## src/pbr_consts.svh

```systemverilog
// Functional notes
// - Start head read only after earlier posted writes drain; reuse captured address, command.
// - Nonprefetchable read drives captured byte enables; prefetchable drives all zero.
// - On target retry, reissue the same read until data moves or error.
// - After data moved, master completion or disconnect ends fetching for that entry.
// - After the attempt limit, stop, drop entry, target-abort the repeated request.
// - Giving up raises system error only when its enable is set.
// - Data taken on DEVSEL and TRDY goes to the queue facing the initiator.
// - Accept one Dword every clock, no master wait states.
// - Return data only on repeat, target done, head of queue, ordering satisfied.
// - Memory read, read line and read multiple alias when matching repeats.
// - Disconnect with the last Dword; early initiator stop discards leftover data.
// - Repeat taking prefetched data while target read runs enters flow-through.
// - Flow-through runs until initiator stop, 4 KB boundary, or buffer full.
// - Flow-through holds TRDY off only while the buffer is empty; code also holds it off while the last Dword before a 4 KB boundary is fetched.
// - Initiator ending flow-through ends the target read and discards data.
// - Discard timer starts at completion head; two initial values by timeout select.
// - Timer expiry without repeat drops entry and data, conditional system error.
// - At most three pending reads; duplicate address and command is not posted.
// - Config address bits 1:0 of 00b is Type 0, 01b is Type 1.
// - Primary Type 0 with ID-select asserted is claimed; function number ignored.
// - Own config access is one Dword, disconnect first transfer, no buffers.
// - Type 0 config from the secondary side is never claimed.
// - Non-flow prefetch stops at 1, 16 Dword or cache line (two lines for read multiple) boundaries; read multiple with invalid line size stops only at buffer full.
`ifndef PBR_CONSTS_SVH
`define PBR_CONSTS_SVH
`define PBR_CMD_MEM_RD  4'h6
`define PBR_CMD_MRL     4'he
`define PBR_CMD_MRM     4'hc
`define PBR_CMD_CFG_RD  4'ha
`define PBR_CMD_CFG_WR  4'hb
`define PBR_CFG_TYPE0   2'h0
`define PBR_CFG_TYPE1   2'h1
`define PBR_BND_16DW    11'h010
`define PBR_BND_4KB     11'h400
`define PBR_BND_ONE     11'h001
`define PBR_BE_ALL      4'h0
`define PBR_BUS_MSB     23
`define PBR_BUS_LSB     16
`define PBR_DEV_MSB     15
`define PBR_DEV_LSB     11
`endif

```

## src/pbr_pkg.sv

```systemverilog
package pbr_pkg;
   typedef enum logic [2:0] {S_IDLE, S_ADDR, S_DATA, S_DONE, S_ABORT} pbr_state_t;
endpackage

```

## src/pbr_delayed_read.sv

```systemverilog
`timescale 1ns/1ps
`include "pbr_consts.svh"
module pbr_delayed_read #(
   parameter int          QDEPTH     = 3,
   parameter int          BUFD       = 8,
   parameter int unsigned MAX_TRIES  = 2**24,
   parameter int unsigned DISC_LONG  = 32768,
   parameter int unsigned DISC_SHORT = 1024
) (
   input  wire logic        sys_clk,
   input  wire logic        reset_n,
   input  wire logic        new_valid,
   input  wire logic [31:0] new_addr,
   input  wire logic [3:0]  new_cmd,
   input  wire logic [3:0]  new_be,
   input  wire logic        new_pref,
   output logic             new_posted_ff,
   output logic             new_dup_ff,
   output logic             new_full_ff,
   input  wire logic        posted_empty,
   input  wire logic        order_ok,
   input  wire logic [7:0]  cls,
   input  wire logic        serr_en,
   input  wire logic        tmo_short,
   input  wire logic        tgt_devsel,
   input  wire logic        tgt_trdy,
   input  wire logic        tgt_retry,
   input  wire logic        tgt_stop,
   input  wire logic        tgt_err,
   input  wire logic [31:0] tgt_data,
   output logic             tgt_frame_ff,
   output logic             tgt_addr_phase_ff,
   output logic [31:0]      tgt_addr_ff,
   output logic [3:0]       tgt_cmd_ff,
   output logic [3:0]       tgt_be_ff,
   input  wire logic        ini_valid,
   input  wire logic [31:0] ini_addr,
   input  wire logic [3:0]  ini_cmd,
   input  wire logic        ini_last,
   output logic             ini_trdy_ff,
   output logic [31:0]      ini_data_ff,
   output logic             ini_stop_ff,
   output logic             ini_retry_ff,
   output logic             ini_abort_ff,
   output logic             flow_ff,
   output logic             serr_ff,
   input  wire logic        cfg_valid,
   input  wire logic [3:0]  cfg_cmd,
   input  wire logic [31:0] cfg_addr,
   input  wire logic        cfg_idsel,
   input  wire logic        cfg_secondary,
   output logic             cfg_devsel_ff,
   output logic             cfg_stop_ff,
   output logic             cfg_type1_ff,
   output logic [7:0]       cfg_bus_ff,
   output logic [4:0]       cfg_dev_ff
);
   localparam int BW = $clog2(BUFD + 1);
   localparam int PW = $clog2(BUFD);
   localparam int QW = $clog2(QDEPTH + 1);
   localparam int DW = $clog2(DISC_LONG + 1);

   function automatic logic is_mrd(input logic [3:0] c);
      return c == `PBR_CMD_MEM_RD || c == `PBR_CMD_MRL || c == `PBR_CMD_MRM;
   endfunction
   function automatic logic cmd_eq(input logic [3:0] a, input logic [3:0] b);
      return (a == b) || (is_mrd(a) && is_mrd(b));
   endfunction

   pbr_pkg::pbr_state_t state_ff, nxt_state;
   logic [31:0] q_addr_ff [QDEPTH];
   logic [3:0]  q_cmd_ff  [QDEPTH];
   logic [3:0]  q_be_ff   [QDEPTH];
   logic        q_pref_ff [QDEPTH];
   logic [QW-1:0] q_cnt_ff;
   logic [31:0] buf_ff [BUFD];
   logic [PW-1:0] wp_ff, rp_ff;
   logic [BW-1:0] cnt_ff;
   logic [24:0] tries_ff;
   logic [DW-1:0] disc_ff;
   logic [31:0] fetch_ff;
   logic        got_ff, started_ff;
   logic [QDEPTH-1:0] dup_hit;

   // Duplicate check looks at the exact command, aliasing is only for repeats
   for (genvar g = 0; g < QDEPTH; g++) begin : g_dup
      assign dup_hit[g] = (QW'(g) < q_cnt_ff) && q_addr_ff[g] == new_addr
                          && q_cmd_ff[g] == new_cmd;
   end

   logic [10:0] bound;
   logic        pow2_cls, rep_match, hit_bnd, push, pop, clr, deliver, giveup, expire;
   logic [31:0] nxt_q_addr [QDEPTH];
   logic [3:0]  nxt_q_cmd  [QDEPTH];
   logic [3:0]  nxt_q_be   [QDEPTH];
   logic        nxt_q_pref [QDEPTH];
   logic [QW-1:0] nxt_q_cnt, ins;
   logic [PW-1:0] nxt_wp, nxt_rp;
   logic [BW-1:0] nxt_cnt;
   logic [24:0] nxt_tries;
   logic [DW-1:0] nxt_disc;
   logic [31:0] nxt_fetch, nxt_tgt_addr, nxt_ini_data;
   logic [3:0]  nxt_tgt_cmd, nxt_tgt_be;
   logic nxt_got, nxt_started, nxt_tgt_frame, nxt_tgt_ap, nxt_ini_trdy, nxt_ini_stop;
   logic nxt_ini_retry, nxt_ini_abort, nxt_flow, nxt_serr, nxt_posted, nxt_dup, nxt_full;

   always_comb begin
      pow2_cls = cls == 8'h01 || cls == 8'h02 || cls == 8'h04 || cls == 8'h08;
      if (flow_ff)
         bound = `PBR_BND_4KB;
      else if (!q_pref_ff[0])
         bound = `PBR_BND_ONE;
      else if (pow2_cls)
         bound = (q_cmd_ff[0] == `PBR_CMD_MRM) ? {2'h0, cls, 1'b0} : {3'h0, cls};
      else
         bound = (q_cmd_ff[0] == `PBR_CMD_MRM) ? 11'h000 : `PBR_BND_16DW;
      hit_bnd = bound != 11'h000 && ((({1'b0, fetch_ff[11:2]} + 11'h001) & (bound - 11'h001))
                == 11'h000);
      rep_match = ini_valid && q_cnt_ff != '0 && ini_addr == q_addr_ff[0]
                  && cmd_eq(ini_cmd, q_cmd_ff[0]);
   end

   always_comb begin
      nxt_state = state_ff;
      nxt_tries = tries_ff;
      nxt_disc = disc_ff;
      nxt_fetch = fetch_ff;
      nxt_got = got_ff;
      nxt_started = started_ff;
      nxt_tgt_frame = tgt_frame_ff;
      nxt_tgt_addr = tgt_addr_ff;
      nxt_tgt_cmd = tgt_cmd_ff;
      nxt_tgt_be = tgt_be_ff;
      nxt_tgt_ap = 1'b0;
      nxt_ini_trdy = 1'b0;
      nxt_ini_data = ini_data_ff;
      nxt_ini_stop = 1'b0;
      nxt_ini_retry = 1'b0;
      nxt_ini_abort = 1'b0;
      nxt_flow = flow_ff;
      nxt_serr = 1'b0;
      push = 1'b0;
      pop = 1'b0;
      clr = 1'b0;
      deliver = 1'b0;
      giveup = 1'b0;
      expire = 1'b0;
      // Repeats are served from the head; flow-through only for prefetched reads
      if (rep_match && order_ok && cnt_ff != '0 && (state_ff == pbr_pkg::S_DONE
          || (state_ff == pbr_pkg::S_DATA && q_pref_ff[0] && !hit_bnd))) begin
         deliver = 1'b1;
         nxt_started = 1'b1;
         nxt_ini_trdy = 1'b1;
         nxt_ini_data = buf_ff[rp_ff];
         if (state_ff == pbr_pkg::S_DATA)
            nxt_flow = 1'b1;
      end
      unique case (state_ff)
         pbr_pkg::S_IDLE: begin
            if (q_cnt_ff != '0 && posted_empty) begin
               nxt_state = pbr_pkg::S_ADDR;
               nxt_tries = '0;
               nxt_got = 1'b0;
               nxt_started = 1'b0;
               nxt_flow = 1'b0;
            end
         end
         pbr_pkg::S_ADDR: begin
            nxt_tgt_frame = 1'b1;
            nxt_tgt_ap = 1'b1;
            nxt_tgt_addr = q_addr_ff[0];
            nxt_tgt_cmd = q_cmd_ff[0];
            nxt_tgt_be = q_pref_ff[0] ? `PBR_BE_ALL : q_be_ff[0];
            nxt_fetch = q_addr_ff[0];
            nxt_tries = tries_ff + 25'h0000001;
            nxt_state = pbr_pkg::S_DATA;
         end
         pbr_pkg::S_DATA: begin
            if (tgt_devsel && tgt_trdy) begin
               push = 1'b1;
               nxt_got = 1'b1;
               nxt_fetch = fetch_ff + 32'h4;
               // Master stop: boundary or buffer about to fill
               if (hit_bnd || (cnt_ff == BW'(BUFD - 1) && !deliver)) begin
                  nxt_tgt_frame = 1'b0;
                  nxt_state = pbr_pkg::S_DONE;
               end
            end
            if (tgt_err || (tgt_stop && (got_ff || tgt_trdy))) begin
               nxt_tgt_frame = 1'b0;
               nxt_state = pbr_pkg::S_DONE;
            end else if (tgt_retry && !got_ff) begin
               nxt_tgt_frame = 1'b0;
               if (tries_ff == 25'(MAX_TRIES)) begin
                  giveup = 1'b1;
                  nxt_serr = serr_en;
                  nxt_state = pbr_pkg::S_ABORT;
               end else begin
                  nxt_state = pbr_pkg::S_ADDR;
               end
            end
            if (flow_ff && deliver && ini_last) begin
               nxt_tgt_frame = 1'b0;
               clr = 1'b1;
               pop = 1'b1;
               nxt_state = pbr_pkg::S_IDLE;
            end
            if (nxt_state == pbr_pkg::S_DONE)
               nxt_disc = tmo_short ? DW'(DISC_SHORT) : DW'(DISC_LONG);
         end
         pbr_pkg::S_DONE: begin
            if (deliver && (cnt_ff == BW'(1) || ini_last)) begin
               nxt_ini_stop = cnt_ff == BW'(1);
               clr = 1'b1;
               pop = 1'b1;
               nxt_state = pbr_pkg::S_IDLE;
            end else if (!started_ff && !deliver) begin
               nxt_disc = disc_ff - DW'(1);
               if (disc_ff == DW'(1)) begin
                  expire = 1'b1;
                  nxt_serr = serr_en;
                  clr = 1'b1;
                  pop = 1'b1;
                  nxt_state = pbr_pkg::S_IDLE;
               end
            end
         end
         pbr_pkg::S_ABORT: begin
            if (rep_match) begin
               nxt_ini_abort = 1'b1;
               pop = 1'b1;
               nxt_state = pbr_pkg::S_IDLE;
            end
         end
      endcase
      if (ini_valid && !deliver && !nxt_ini_abort)
         nxt_ini_retry = 1'b1;
      nxt_wp = clr ? '0 : (push ? PW'(wp_ff + PW'(1)) : wp_ff);
      nxt_rp = clr ? '0 : (deliver ? PW'(rp_ff + PW'(1)) : rp_ff);
      nxt_cnt = clr ? '0 : BW'(cnt_ff + BW'(push) - BW'(deliver));
   end

   always_comb begin
      nxt_posted = 1'b0;
      nxt_dup = 1'b0;
      nxt_full = 1'b0;
      for (int i = 0; i < QDEPTH; i++) begin
         if (pop && i < QDEPTH - 1) begin
            nxt_q_addr[i] = q_addr_ff[i + 1];
            nxt_q_cmd[i] = q_cmd_ff[i + 1];
            nxt_q_be[i] = q_be_ff[i + 1];
            nxt_q_pref[i] = q_pref_ff[i + 1];
         end else begin
            nxt_q_addr[i] = q_addr_ff[i];
            nxt_q_cmd[i] = q_cmd_ff[i];
            nxt_q_be[i] = q_be_ff[i];
            nxt_q_pref[i] = q_pref_ff[i];
         end
      end
      nxt_q_cnt = pop ? QW'(q_cnt_ff - QW'(1)) : q_cnt_ff;
      ins = nxt_q_cnt;
      if (new_valid) begin
         if (dup_hit != '0)
            nxt_dup = 1'b1;
         else if (q_cnt_ff == QW'(QDEPTH))
            nxt_full = 1'b1;
         else begin
            nxt_posted = 1'b1;
            for (int i = 0; i < QDEPTH; i++) begin
               if (QW'(i) == ins) begin
                  nxt_q_addr[i] = new_addr;
                  nxt_q_cmd[i] = new_cmd;
                  nxt_q_be[i] = new_be;
                  nxt_q_pref[i] = new_pref;
               end
            end
            nxt_q_cnt = QW'(ins + QW'(1));
         end
      end
   end

   always_ff @(posedge sys_clk or negedge reset_n) begin
      if (!reset_n) begin
         state_ff <= pbr_pkg::S_IDLE;
         {tries_ff, disc_ff, fetch_ff, got_ff, started_ff} <= '0;
         {tgt_frame_ff, tgt_addr_phase_ff, tgt_addr_ff, tgt_cmd_ff, tgt_be_ff} <= '0;
         {ini_trdy_ff, ini_data_ff, ini_stop_ff, ini_retry_ff, ini_abort_ff} <= '0;
         {flow_ff, serr_ff, new_posted_ff, new_dup_ff, new_full_ff} <= '0;
         {wp_ff, rp_ff, cnt_ff, q_cnt_ff} <= '0;
         for (int i = 0; i < QDEPTH; i++) begin
            {q_addr_ff[i], q_cmd_ff[i], q_be_ff[i], q_pref_ff[i]} <= '0;
         end
         for (int i = 0; i < BUFD; i++) begin
            buf_ff[i] <= '0;
         end
      end else begin
         state_ff <= nxt_state;
         {tries_ff, disc_ff, fetch_ff, got_ff, started_ff} <=
            {nxt_tries, nxt_disc, nxt_fetch, nxt_got, nxt_started};
         {tgt_frame_ff, tgt_addr_phase_ff, tgt_addr_ff, tgt_cmd_ff, tgt_be_ff} <=
            {nxt_tgt_frame, nxt_tgt_ap, nxt_tgt_addr, nxt_tgt_cmd, nxt_tgt_be};
         {ini_trdy_ff, ini_data_ff, ini_stop_ff, ini_retry_ff, ini_abort_ff} <=
            {nxt_ini_trdy, nxt_ini_data, nxt_ini_stop, nxt_ini_retry, nxt_ini_abort};
         {flow_ff, serr_ff, new_posted_ff, new_dup_ff, new_full_ff} <=
            {nxt_flow, nxt_serr, nxt_posted, nxt_dup, nxt_full};
         {wp_ff, rp_ff, cnt_ff, q_cnt_ff} <= {nxt_wp, nxt_rp, nxt_cnt, nxt_q_cnt};
         for (int i = 0; i < QDEPTH; i++) begin
            {q_addr_ff[i], q_cmd_ff[i], q_be_ff[i], q_pref_ff[i]} <=
               {nxt_q_addr[i], nxt_q_cmd[i], nxt_q_be[i], nxt_q_pref[i]};
         end
         if (push)
            buf_ff[wp_ff] <= tgt_data;
      end
   end

   // Own config space: answered at once from the address phase, never buffered
   logic cfg_is, nxt_devsel, nxt_type1;
   always_comb begin
      cfg_is = cfg_valid && (cfg_cmd == `PBR_CMD_CFG_RD || cfg_cmd == `PBR_CMD_CFG_WR);
      nxt_devsel = cfg_is && cfg_addr[1:0] == `PBR_CFG_TYPE0 && cfg_idsel
                   && !cfg_secondary;
      nxt_type1 = cfg_is && cfg_addr[1:0] == `PBR_CFG_TYPE1;
   end
   always_ff @(posedge sys_clk or negedge reset_n) begin
      if (!reset_n) begin
         {cfg_devsel_ff, cfg_stop_ff, cfg_type1_ff, cfg_bus_ff, cfg_dev_ff} <= '0;
      end else begin
         cfg_devsel_ff <= nxt_devsel;
         cfg_stop_ff <= nxt_devsel;
         cfg_type1_ff <= nxt_type1;
         cfg_bus_ff <= cfg_addr[`PBR_BUS_MSB:`PBR_BUS_LSB];
         cfg_dev_ff <= cfg_addr[`PBR_DEV_MSB:`PBR_DEV_LSB];
      end
   end
endmodule

```

## config.mk

```make
export PLATFORM = sky130hd
export DESIGN_NAME = pbr_delayed_read
export DESIGN_NICKNAME = d
export VERILOG_FILES = /design/src/pbr_pkg.sv /design/src/pbr_delayed_read.sv
export VERILOG_INCLUDE_DIRS = /design/src
export SDC_FILE = /design/constraint.sdc
export NUM_CORES = 1
export LEC_CHECK = 0
export ABC_AREA = 1
export BUFFER_PORTS_ARGS = -buffer_cell sky130_fd_sc_hd__buf_2
export CORE_MARGIN = 1.5
export CORE_UTILIZATION = 55
export DETAILED_ROUTE_END_ITERATION = 12
export GPL_TIMING_DRIVEN = 0
export PLACE_DENSITY = 0.75
export SLEW_MARGIN = 30
export SYNTH_ARGS = -nofsm -noshare
export SYNTH_HDL_FRONTEND = slang
export SYNTH_SLANG_ARGS = --single-unit
```

## constraint.sdc

```tcl
create_clock -name sys_clk -period 4.1 [get_ports sys_clk]
set_input_delay 0.615 -clock sys_clk [delete_from_list [all_inputs] [get_ports sys_clk]]
set_output_delay 0.615 -clock sys_clk [all_outputs]
set_load 0.02 [all_outputs]
```

==> results by group <==
Status
  – Status: finished, final reports clean

Cells and area
  – Share of layout cells above drive strength 1: 13.5%
  – Nets: about 3800
  – Area Overhead vs Synth: 16.9%

Clock network
  – Root Driver: clkbuf_16
  – CTS sink cnt: 545
  – TritonCTS Buffers: 58
  – CTS Buffer Depth: 3
  – CTS tree: built
  – Clock Latency Late Sink: 0.64 ns
  – H-tree lvl count: 2
  – Clk slew on worst S/H paths: approximately 0.060 ns

Floorplanning
  – Core Box Area: between 40000 and 50000 um^2
  – Num ports: 269
  – Die area: 50200 um^2
  – Die Wd: 224 um
  – Row count: 80
  – Die Height: 224 um
  – Starting Density: 56.1%

Logic synthesis
  – Async S/R FF share, synth: 100%
  – Unique cell type count in the Yosys netlist: 52
  – Synth Area in XOR/XNOR: under 10%
  – Seq/Total Area, Yosys: 50.7%
  – Post-synthesis adder-cell area fraction: less than 1%
  – Most used DFF post-synth: dfrtp_1
  – Mux share of post-synthesis cell area: 1.34%
  – Largest family of logic cells by synthesized area: simple AND/OR/NAND/NOR gates
  – Mapped Area: 26900 um^2
  – Yosys reg bits: 545
  – Synth Net Count: between 3000 and 4000
  – Area share of the largest cell type after synthesis: between 50% and 60%
  – EDFF count, synth: 0
  – Area leader, netlist: dfrtp_1
  – Synth top area cells: dfrtp_1, nand2_1, o21ai_0
  – Post-Syn Instances: between 3000 and 4000
  – Synth warn: 0
  – Mean Syn Cell Area: between 8 and 9 um^2
  – Post-Synth Simple-Gate Area: roughly 22%
  – Synth Area in Compound Gates: 15.2%

STA
  – Setup violations, final: 0
  – Setup_tns: 0 ns
  – Rel. slew slack: 37.1%
  – Final min period: 3.90 ns
  – Slew at the pin with the worst max-slew slack: 0.943 ns
  – Final Cycle Share: 95.1%
  – Max-slew violation count: 0
  – Fin. Hold Viols: 0
  – Fmax: 256 MHz
  – Clock Skew: 0.0316 ns

Route
  – Routed vias/inst: about 5.8
  – Top layer in use: met5
  – WL/cell: 19.4 um
  – Residual DRC: 0
  – Routed wl met3: 7750 um
  – Met2 routed WL: 36500 um
  – Via count: 24800
  – Routed WL: 82900 um
  – DRT iter0 DRCs: 2724
  – Post-route ant nets: 0
  – Pre-antenna DRT Iters: 5
  – Metal-1 WL: 35100 um

Setup path
  – Crit-path max cell delay: roughly 0.54 ns
  – Crit Path Max Fanout: 10
  – CP Cell Sequence: buf_4, xnor2_1, nand3_1, o21ai_0, nand4_1, nor2_1, nand3b_1, nor2_2, nand2_4, inv_6, nand4_1, nand2_2, inv_2, nand4_1, nand3_4, nor2_4, clkinv_4, buf_8, nand2_1, nand2_1
  – Startpoint Class: flip-flop
  – Crit Path Class: flip-flop to flip-flop
  – Top cell by count, worst path: nand4_1
  – Capturing point of the worst reg2reg path: q_addr_ff[33]$_DFF_PN0_
  – Reg2reg path depth: 20
  – WP buf/inv: 5
  – Reg2reg start: q_cmd_ff[11]$_DFF_PN0_
  – Critical path capture point type: flip-flop
  – CP Launch Point: q_cmd_ff[11]$_DFF_PN0_
  – Critical path arrival: 4.42 ns
  – Flop-to-flop setup slack: 0.20 ns
  – Slowest CP cell: o21ai_0
  – Top delay family on crit path: simple AND/OR/NAND/NOR gates
  – Worst EP required: 4.62 ns

Global routing
  – GRT Residual Overflow: 0
  – Vias in the first global route: 23200
  – Number of antenna violations at the first check in global routing: 6
  – GRT Overall Usage: 33.1%
  – First-pass GRT wire length: 130000 um
  – Largest net degree at the start of global routing: 82

Placement
  – Placer Congestion: 0.965
  – PortBufs: about 230
  – HPWL after DPL: 58900 um

Pwr
  – Leakage: roughly 15 nW
  – Overall power: 16.4 mW
  – P per Cell Area: 521 nW/um^2
  – VDD IR max: 0.000460 V

Flow run
  – Total of max-cap violations: 0

Min path
  – Hold path cells: 1
  – Worst min path class: input pin to flip-flop
  – Hold endpoint: cfg_bus_ff[4]$_DFF_PN0_
  – Hold_sp: cfg_addr[20]
-- cells in the mapped netlist (5+ instances only) --
master     number
a31oi_1         9
or2_2          13
o221ai_1       35
buf_2          23
nor4_1         27
buf_1           5
clkbuf_1      143
a21oi_1        53
nor2_1        180
inv_2           9
a221oi_1        5
xnor2_1        22
inv_1         265
nand2_4         5
o21ai_2        41
o2111ai_1       8
mux2i_1        36
buf_6           9
o21ai_0       478
buf_4           5
nand3_1        55
a32oi_1        32
ha_1           17
o22ai_1        31
dfrtp_1       545
nand2_1      1003
xor2_1         65
nor3_1         40
nand4_1        77
-- per-layer routing --
metal,GRT usage (%),vias to the layer above
li1,-,11500
met1,47.2,11900
met2,49.7,1200
met3,6.61,228
met4,13.3,10
met5,0,-
-- sequential cells by signal, summed over array words and instances, names as in the netlist, 5 cells and up --
signal       count
q_cmd_ff        12
cfg_dev_ff       5
ini_data_ff     32
buf_ff         256
q_be_ff         12
fetch_ff        10
tries_ff        25
tgt_addr_ff     32
cfg_bus_ff       8
disc_ff         16
q_addr_ff       96
-- cell type report --
class | instances | area, um^2
clock inverters | 24 | 395
flip-flops and latches | 545 | 13600
clock buffers | 84 | 1710
diodes | 1 | 2.50
inverters | 279 | 1060
repair buffers | 257 | 1550
plain buffers | 185 | 863
multi-input cells | 2278 | 11400
well taps | 615 | 769
fillers | 4073 | 16500
-- how the worst max path moves through the flow --
stage	endpoint	slack [ns]	cells past startpoint
floorplan	cnt_ff[2]$_DFF_PN0_	0.62	25
global placement	ini_data_ff[14]$_DFFE_PN0P_	-8.87	1
detailed placement	q_addr_ff[95]$_DFF_PN0_	-0.30	29
CTS	q_addr_ff[33]$_DFF_PN0_	0.007	29
global route	q_be_ff[5]$_DFF_PN0_	-0.05	31
finish	q_addr_ff[33]$_DFF_PN0_	0.20	20
-- repair_timing --
item,4_1_cts,5_1_grt
resized for setup,0,46
hold buffers,1,0
hold endpoints to repair,26,0
setup endpoints to repair,0,127
buffers inserted,0,13
-- cell usage in the layout (no fill, tap or decap), types with 61 or more instances in the layout --
cell,count
buf_2,245
xor2_1,65
o21ai_0,478
nor2_1,178
nand4_1,77
clkbuf_16,61
clkbuf_1,152
nand2_1,1001
dfrtp_1,540
inv_1,263
-- through the flow --
stage          utilization [%]  setup slack, ns  instance area, um^2  std cells  hold WS [ns]
2_1_floorplan                -            0.618                26900       3287         0.319
3_3_place_gp              60.1            -8.87                28800       4135         0.460
3_5_place_dp              60.6           -0.301                29100       4143         0.467
4_1_cts                   65.0          0.00675                31200       4252        0.0532
5_1_grt                   65.6          -0.0491                31400       4267        0.0650
6_report                  65.6            0.200                31400       4268        0.0813
-- where the power goes --
part           internal (mW)  total [mW]  switching, mW
combinational           1.37        3.79           2.42
clock                   3.52        5.76           2.24
sequential              6.12        6.84          0.711
-- cell families after synthesis --
group	after synthesis
AND/OR/NAND/NOR	1427
AO/OA/AOI/OAI	710
buffers and inverters	464
adder cells (fa/ha/maj)	18
multiplexers	36
flip-flops	545
XOR/XNOR	87
Power figures use the tool's default switching activity.
